File: config.mk
export PLATFORM = sky130hd
export DESIGN_NAME = peripheral_soft_reset_control
export DESIGN_NICKNAME = d
export VERILOG_FILES = /design/src/hw/soft_reset_pkg.sv /design/src/hw/masked_reset_word.sv /design/src/hw/peripheral_soft_reset_control.sv
export VERILOG_INCLUDE_DIRS = /design/src /design/src/hw
export SDC_FILE = /design/constraint.sdc
export NUM_CORES = 1
export LEC_CHECK = 0
export ABC_CLOCK_PERIOD_IN_PS = 1100
export BUFFER_PORTS_ARGS = -buffer_cell sky130_fd_sc_hd__buf_2
export CORE_MARGIN = 2
export CORE_UTILIZATION = 30
export DETAILED_ROUTE_END_ITERATION = 10
export PLACE_DENSITY = 0.66
export RECOVER_POWER = 25
export SYNTH_ARGS = -nofsm -noshare
export SYNTH_HDL_FRONTEND = slang
export SYNTH_SLANG_ARGS = --single-unit
File: constraint.sdc
create_clock -name pclk -period 1.1 [get_ports pclk]
set_clock_uncertainty 0.1 [all_clocks]
set_input_delay 0.275 -clock pclk [delete_from_list [all_inputs] [get_ports pclk]]
set_output_delay 0.275 -clock pclk [all_outputs]
set_load 0.005 [all_outputs]
File: src/hw/soft_reset_map.svh
// Purpose: offsets, field positions, reset values for the soft reset bank
// Assumes: 32-bit apb data, byte addresses
// Notes:   capability words are plain inputs to the block
// Functional notes
// - the second reset control word sits at 0x048, 32 bits, reset to all zeros.
// - writes to the second word are masked by capability word four.
// - bit 30 of the second word drives the ethernet phy reset.
// - bit 28 of the second word drives the ethernet mac reset.
// - bits 6..0 of the second word drive the resets of ports g down to a.
// - bit 8 of the first word drives the quadrature encoder reset.
// - bit 4 of the first word drives the synchronous serial reset.
// - bits 2, 1 and 0 of the first word drive async serial units 2, 1, 0.
// - reserved bits of both words read zero and ignore writes.
// - the first word sits at 0x044 and its writes are masked by capability word two.
`ifndef SOFT_RESET_MAP_SVH
`define SOFT_RESET_MAP_SVH
`define SRC_ONE_OFFSET   12'h044
`define SRC_TWO_OFFSET   12'h048
`define SRC_RESET_VALUE  32'h0000_0000
`define SRC_ONE_IMPL     32'h0000_0117
`define SRC_TWO_IMPL     32'h5000_007F
`define SRC_PHY_BIT      30
`define SRC_MAC_BIT      28
`define SRC_QEI_BIT      8
`define SRC_SSI_BIT      4
`define SRC_PORT_LSB     0
`define SRC_PORT_COUNT   7
`define SRC_ASYNC_LSB    0
`define SRC_ASYNC_COUNT  3
`endif

File: src/hw/soft_reset_pkg.sv
// Purpose: types for the soft reset bank
// Assumes: nothing
// Notes:   apb request carrier
package soft_reset_pkg;
	typedef struct packed {
		logic        sel;
		logic        enable;
		logic        write;
		logic [11:0] addr;
		logic [31:0] wdata;
	} apb_req_t;

	typedef enum logic [1:0] {
		SEL_NONE,
		SEL_ONE,
		SEL_TWO
	} reg_sel_t;
endpackage

File: src/hw/masked_reset_word.sv
// Purpose: one masked read-write reset control word
// Assumes: write strobe is one cycle, same clock
// Notes:   reserved bits hold zero forever
`timescale 1ns/1ns
`include "soft_reset_map.svh"
module masked_reset_word #(
	parameter logic [31:0] IMPL_MASK = 32'h0000_0000
) (
	input  wire logic        pclk,
	input  wire logic        presetn,
	input  wire logic        wr_en,
	input  wire logic [31:0] wr_data,
	input  wire logic [31:0] cap_mask,
	output logic      [31:0] value
);
	logic [31:0] value_q;
	logic [31:0] value_d;
	logic [31:0] keep;

	// next value: only implemented and capable bits may change
	always_comb begin
		keep    = IMPL_MASK & cap_mask;
		value_d = value_q & IMPL_MASK;
		if (wr_en) begin
			value_d = (value_q & ~keep & IMPL_MASK) | (wr_data & keep);
		end
	end

	// state register
	always_ff @(posedge pclk or negedge presetn) begin
		if (!presetn) begin
			value_q <= `SRC_RESET_VALUE;
		end else begin
			value_q <= value_d;
		end
	end

	assign value = value_q;
endmodule

File: src/hw/peripheral_soft_reset_control.sv
// Purpose: apb soft reset bank driving per-peripheral reset requests
// Assumes: capability words static, on pclk domain
// Notes:   zero wait state slave, errors never flagged
`timescale 1ns/1ns
`include "soft_reset_map.svh"
module peripheral_soft_reset_control (
	input  wire logic        pclk,
	input  wire logic        presetn,
	input  wire logic        psel,
	input  wire logic        penable,
	input  wire logic        pwrite,
	input  wire logic [11:0] paddr,
	input  wire logic [31:0] pwdata,
	input  wire logic [31:0] capability_word_two,
	input  wire logic [31:0] capability_word_four,
	output logic      [31:0] prdata,
	output logic             pready,
	output logic             pslverr,
	output logic             eth_phy_reset,
	output logic             eth_mac_reset,
	output logic      [6:0]  port_reset,
	output logic             quad_encoder_reset,
	output logic             sync_serial_reset,
	output logic      [2:0]  async_serial_reset
);
	soft_reset_pkg::apb_req_t req;
	soft_reset_pkg::reg_sel_t sel;
	logic [31:0] soft_reset_control_one;
	logic [31:0] soft_reset_control_two;
	logic        wr_one;
	logic        wr_two;
	logic [31:0] prdata_d;
	logic [31:0] prdata_q;
	logic [31:0] one_d;
	logic [31:0] two_d;
	logic [31:0] one_q;
	logic [31:0] two_q;
	logic        pready_d;
	logic        pready_q;
	logic        pslverr_d;
	logic        pslverr_q;

	// ************************************************
	// apb decode
	// ************************************************

	// gather request and decode address
	always_comb begin
		req = '{sel: psel, enable: penable, write: pwrite, addr: paddr, wdata: pwdata};
		sel = soft_reset_pkg::SEL_NONE;
		if (req.addr == `SRC_ONE_OFFSET) begin
			sel = soft_reset_pkg::SEL_ONE;
		end else if (req.addr == `SRC_TWO_OFFSET) begin
			sel = soft_reset_pkg::SEL_TWO;
		end
	end

	// write strobes on the access phase
	assign wr_one = req.sel && req.enable && req.write && (sel == soft_reset_pkg::SEL_ONE);
	assign wr_two = req.sel && req.enable && req.write && (sel == soft_reset_pkg::SEL_TWO);

	// ************************************************
	// control words
	// ************************************************

	// first word, masked by capability word two
	masked_reset_word #(
		.IMPL_MASK (`SRC_ONE_IMPL)
	) u_word_one (
		.pclk     (pclk),
		.presetn  (presetn),
		.wr_en    (wr_one),
		.wr_data  (req.wdata),
		.cap_mask (capability_word_two),
		.value    (soft_reset_control_one)
	);

	// second word, masked by capability word four
	masked_reset_word #(
		.IMPL_MASK (`SRC_TWO_IMPL)
	) u_word_two (
		.pclk     (pclk),
		.presetn  (presetn),
		.wr_en    (wr_two),
		.wr_data  (req.wdata),
		.cap_mask (capability_word_four),
		.value    (soft_reset_control_two)
	);

	// ************************************************
	// read path
	// ************************************************

	// read data, unmapped reads zero; reserved already zero
	always_comb begin
		prdata_d = 32'h0000_0000;
		if (req.sel && !req.enable && !req.write) begin
			unique case (sel)
				soft_reset_pkg::SEL_ONE: prdata_d = soft_reset_control_one;
				soft_reset_pkg::SEL_TWO: prdata_d = soft_reset_control_two;
				soft_reset_pkg::SEL_NONE: prdata_d = 32'h0000_0000;
			endcase
		end else if (req.sel && req.enable) begin
			prdata_d = prdata_q;
		end
	end

	// registered read data
	always_ff @(posedge pclk or negedge presetn) begin
		if (!presetn) begin
			prdata_q <= 32'h0000_0000;
		end else begin
			prdata_q <= prdata_d;
		end
	end

	assign prdata  = prdata_q;

	// ************************************************
	// bus answer
	// ************************************************

	// answer flags: zero wait, never an error
	always_comb begin
		pready_d  = 1'b1;
		pslverr_d = 1'b0;
	end

	// answer flops, so every bus output leaves a register
	always_ff @(posedge pclk or negedge presetn) begin
		if (!presetn) begin
			pready_q  <= 1'b1;
			pslverr_q <= 1'b0;
		end else begin
			pready_q  <= pready_d;
			pslverr_q <= pslverr_d;
		end
	end

	assign pready  = pready_q;
	assign pslverr = pslverr_q;

	// ************************************************
	// reset request outputs
	// ************************************************

	// output copies of the words, registered
	always_comb begin
		one_d = soft_reset_control_one;
		two_d = soft_reset_control_two;
	end

	// output flops: a one holds the peripheral in reset
	always_ff @(posedge pclk or negedge presetn) begin
		if (!presetn) begin
			one_q <= `SRC_RESET_VALUE;
			two_q <= `SRC_RESET_VALUE;
		end else begin
			one_q <= one_d;
			two_q <= two_d;
		end
	end

	assign eth_phy_reset      = two_q[`SRC_PHY_BIT];
	assign eth_mac_reset      = two_q[`SRC_MAC_BIT];
	assign quad_encoder_reset = one_q[`SRC_QEI_BIT];
	assign sync_serial_reset  = one_q[`SRC_SSI_BIT];

	// per-port and per-unit fan out
	genvar i;
	generate
		for (i = 0; i < `SRC_PORT_COUNT; i++) begin : g_port
			assign port_reset[i] = two_q[`SRC_PORT_LSB + i];
		end
		for (i = 0; i < `SRC_ASYNC_COUNT; i++) begin : g_async
			assign async_serial_reset[i] = one_q[`SRC_ASYNC_LSB + i];
		end
	endgenerate
endmodule

# [Word level (Yosys, flattened, before mapping)]
# Index checks and enable logic that the tools add are counted.
[word_totals] word_cells=36 output_inout_bits=48 in_bits=113 register_bits=136
[classes] n_mux=7 reduce_logical=9 eq_ne=5 n_bitwise=8
[op_table] operator="32-bit two-way mux" n=4
[op_table] operator="32-bit one-hot mux with 3 select lines" n=1
[op_table] operator="32-bit by 31-bit bitwise AND with 32-bit output" n=1
[op_table] operator="32-bit by 9-bit bitwise AND with 32-bit output" n=1
[op_table] operator="31-bit by 32-bit bitwise OR with 32-bit output" n=1
[op_table] operator="9-bit by 32-bit bitwise OR with 32-bit output" n=1
[op_table] operator="31-bit bitwise AND" n=1
[op_table] operator="31-bit NOT" n=1
[op_table] operator="12-bit by 7-bit equality test with 1-bit output (second input constant)" n=2
[op_table] operator="9-bit bitwise AND" n=1
[op_table] operator="9-bit NOT" n=1
[op_table] operator="1-bit logical AND" n=6
[op_table] operator="2-bit two-way mux" n=2
[op_table] operator="2-bit by 1-bit equality test with 1-bit output (second input constant)" n=1
[op_table] operator="2-bit equality test (second input constant)" n=1
[op_table] operator="1-bit logical NOT" n=2
[op_table] operator="2-bit logical NOT" n=1
[op_table] operator="2-bit inequality test (second input constant)" n=1

# [Logic depth before layout (Yosys ltp)]
[depth] depth_word=6 depth_mapped=5 depth_no_buf=3

# [Hierarchy]
# From an unflattened synthesis, not the netlist that was laid out.
[hier_totals] cells_unflattened=268 hier_area_um2=2925.3
[by_module_without_submodules] mod="peripheral_soft_reset_control" instances=1 area_each_um2=1918.1 cells_per_inst=173
[by_module_without_submodules] mod="masked_reset_word at u_word_two" instances=1 area_each_um2=581.8 cells_per_inst=52
[by_module_without_submodules] mod="masked_reset_word at u_word_one" instances=1 area_each_um2=425.4 cells_per_inst=43

# [Worst setup path before layout]
# OpenSTA, ideal clock, no wires.
[synth_path] path_type="input port to flip-flop" startpoint="in paddr[1]" endpoint="reg with a tool-made name" stages=5 setup_slack_ps=-816 n_path_buf=2 setup_ps=128 required_time_ps=872 t_arrival_ps=1689 path_cell_list="or4b_1 buf_4 buf_6 nor4_2 mux2_1"
[synth_lines] item="from (decl)" line_no="peripheral_soft_reset_control.sv:12" rtl="input wire logic [11:0] paddr,"

==> impl_metrics.tcl <==
set metrics [dict create \
    grt_antenna_before_repair 0 \
    worst_setup_start_kind "input pin" \
    post_synth_instance_area_um2 1862 \
    layout_cells_sized_above_1_pct 58.04 \
    synthesis.instances 141 \
    slowest_delay_ns 0.66 \
    layout.cells.most_common "buf_2" \
    timing_max_transition_violations_final 0 \
    worst-endpoint-required_ns 1.17 \
    post_synth_num_cell_types 20 \
    drt-pass1-iter-count 4 \
    final-hold-violation-count 0 \
    setup.reg_to_reg.worst_slack_ns -0.04 \
    areal_power_density_over_the_cells_nw_per_um2 988.9 \
    cts_max_level 2 \
    mostFrequentLayoutCells "buf_2 (56), dfrtp_1 (38), conb_1 (24)" \
    area_growth_pct 42.88 \
    ys_ff_latch 38 \
    hpwlAfterDp_mm 2.962 \
    clk_transition_reported_paths_ns 0.07 \
    antenna-diode-count 0 \
    die_height_um 82.78 \
    synthDominantCellAreaShare_pct 51.08 \
    worst_skew_pair.late_latency_ns 0.28 \
    worstPathBufferInverterCount 1 \
    violated_checks "negative setup slack" \
    detailroute.via_count 1477 \
    grt_pass1_vias 1421 \
    final.hold.worst_slack_ns 0.1249 \
    floorplan.die_area_um2 6852 \
    num_rows 28 \
    grt.total_usage_pct 15.20 \
    route.detailed.drc 0 \
    grt_first_pass_wirelength_mm 7.527 \
    finish.net_count 338 \
    timing.final.ws_setup_ns -0.5396 \
    synth.yosys.warnings 0 \
    floorplan_core_area_um2 5956 \
    globalRouteOverflowTotal 0 \
    utilization_pct 44.66 \
    synth.yosys.seq_area_share_pct 51.08 \
    clock-root-buffer "clkbuf_8" \
    number_of_endpoints_failing_setup_at_the_final_stage 48 \
    static_power_due_to_leakage_nw 1.457 \
    avgSynthCellArea_um2 13.20 \
    detail-route-antenna-nets 0 \
    min_period_over_period_pct 149.1 \
    post_drt_via_cell_ratio 4.940 \
    cpLargestDelayFamily "simple AND/OR/NAND/NOR gates" \
    detail_route.iter0.violations 78 \
    synthTopCellsByArea "dfrtp_1 (51%), buf_4 (10%), mux2_1 (6.0%)" \
    die_x_um 82.78 \
    port_buffers 64 \
    multiInputGateArea_um2 943.4 \
    vdd_ir_max_mv 0.5749 \
    max_cap_viol_count 0 \
    detailedPlace.worstSlack_ns -0.9423 \
    path_class "in -> reg" \
    worst_hold_path_type "in -> reg" \
    numCtsBuffers 5 \
    grt_max_degree 39 \
    cell_chain_critical_path "buf_8 > or4b_4 > nor4_4 > mux2_4" \
    unrepaired_setup_endpoints_after_global_routing "yes" \
    cts_tree "yes" \
    cpMaxStageDelayCell "or4b_4" \
    route.final.wire_length_mm 4.971 \
    end_kind "flop" \
    design.portCount 161 \
    synth_top_area_cell "dfrtp_1" \
    layout.filler_cells 572 \
    max_freq_mhz 609.9 \
    worst_ep_arrival_time_ns 1.70 \
    gp_congestion 0.7281 \
    run_status "finished with violations" \
    detail_route.wl_per_cell_um 16.63 \
    clock_path_buffers 2 \
    clock_sink_count 38 \
    floorplan.initialDensity_pct 31.26 \
    fin_crit_ns 1.640 \
    worst-path-max-fanout 7 \
    area.sequential_um2 950.9 \
]
==> cells in the mapped netlist (all sizes together) <==
library cell	count
nor4	17
buf	29
and3	4
or4	1
a22o	6
clkbuf	7
and2	1
conb	2
a221o	4
or3b	1
nand4	14
dfrtp	38
mux2	14
or4b	3
==> kinds of logic (layout without fill, tap and decap cells) <==
kind of cell	count (synthesis)	count (layout)	share of synthesized area, %
and+or+nand+nor	41	45	21.03
DFF	38	38	51.08
buffers and inverters	36	93	14.05
muxes	14	14	8.468
AOI/OAI and AO/OA	10	10	4.973
other	2	24	0.4034
==> power by group <==
| part | total [mW] | switching (mW) | internal, mW | leakage, nW |
|---|---|---|---|---|
| clock | 0.926 | 0.443 | 0.483 | 0.0431 |
| combinational | 0.307 | 0.182 | 0.125 | 0.883 |
| sequential | 1.40 | 0.000362 | 1.40 | 0.531 |
==> metal layers <==
| layer | share of wire (%) | wire, um | track usage [%] |
|---|---|---|---|
| met2 | 45 | 2221 | 22.26 |
| met3 | 7.9 | 392 | 4.870 |
| met4 | 1.3 | 67 | 5.410 |
| met1 | 46 | 2291 | 21.05 |
| met5 | 0 | 0 | 0 |
==> through the flow <==
stage               std cells  setup TNS (ns)  power, mW  cell area, um2
floorplan                 163          -16.32      1.585            1967
global placement          274          -20.41      1.644            2177
detailed placement        274          -20.77      1.647            2177
CTS                       296          -11.89      2.618            2539
global route              299          -13.53      2.723            2660
finish                    299          -11.98      2.630            2660
==> repair_timing <==
action / in CTS / in global routing
hold endpoints to repair: 38 / 0
pin swaps: 18 / 8
hold buffers: 1 / 0
setup buffers: 11 / 3
cloned: 4 / 0
endpoints found under the setup margin: 48 / 48
resized for setup: 31 / 20
==> path summary, 6_finish.rpt <==
| path | start | to | cells past startpoint |
|---|---|---|---|
| min | pwdata[28] | flop | 2 |
| min reg2reg | flop | one_q[4] | 0 |
| max reg2reg | prdata[2] | prdata[2] | 3 |
| max in group asynchronous | presetn | prdata[3] | 3 |
| max | paddr[0] | flop | 4 |
| min in group asynchronous | presetn | prdata[0] | 3 |
==> layout make-up <==
type / instances / share of cell area (%)
clock buffer: 6 / 3.104
multi-input combinational: 93 / 35.47
sequential: 38 / 35.75
tap: 75 / 3.528
timing repair buffer: 87 / 22.15
Note: power is estimated with default switching activity, not from simulation.
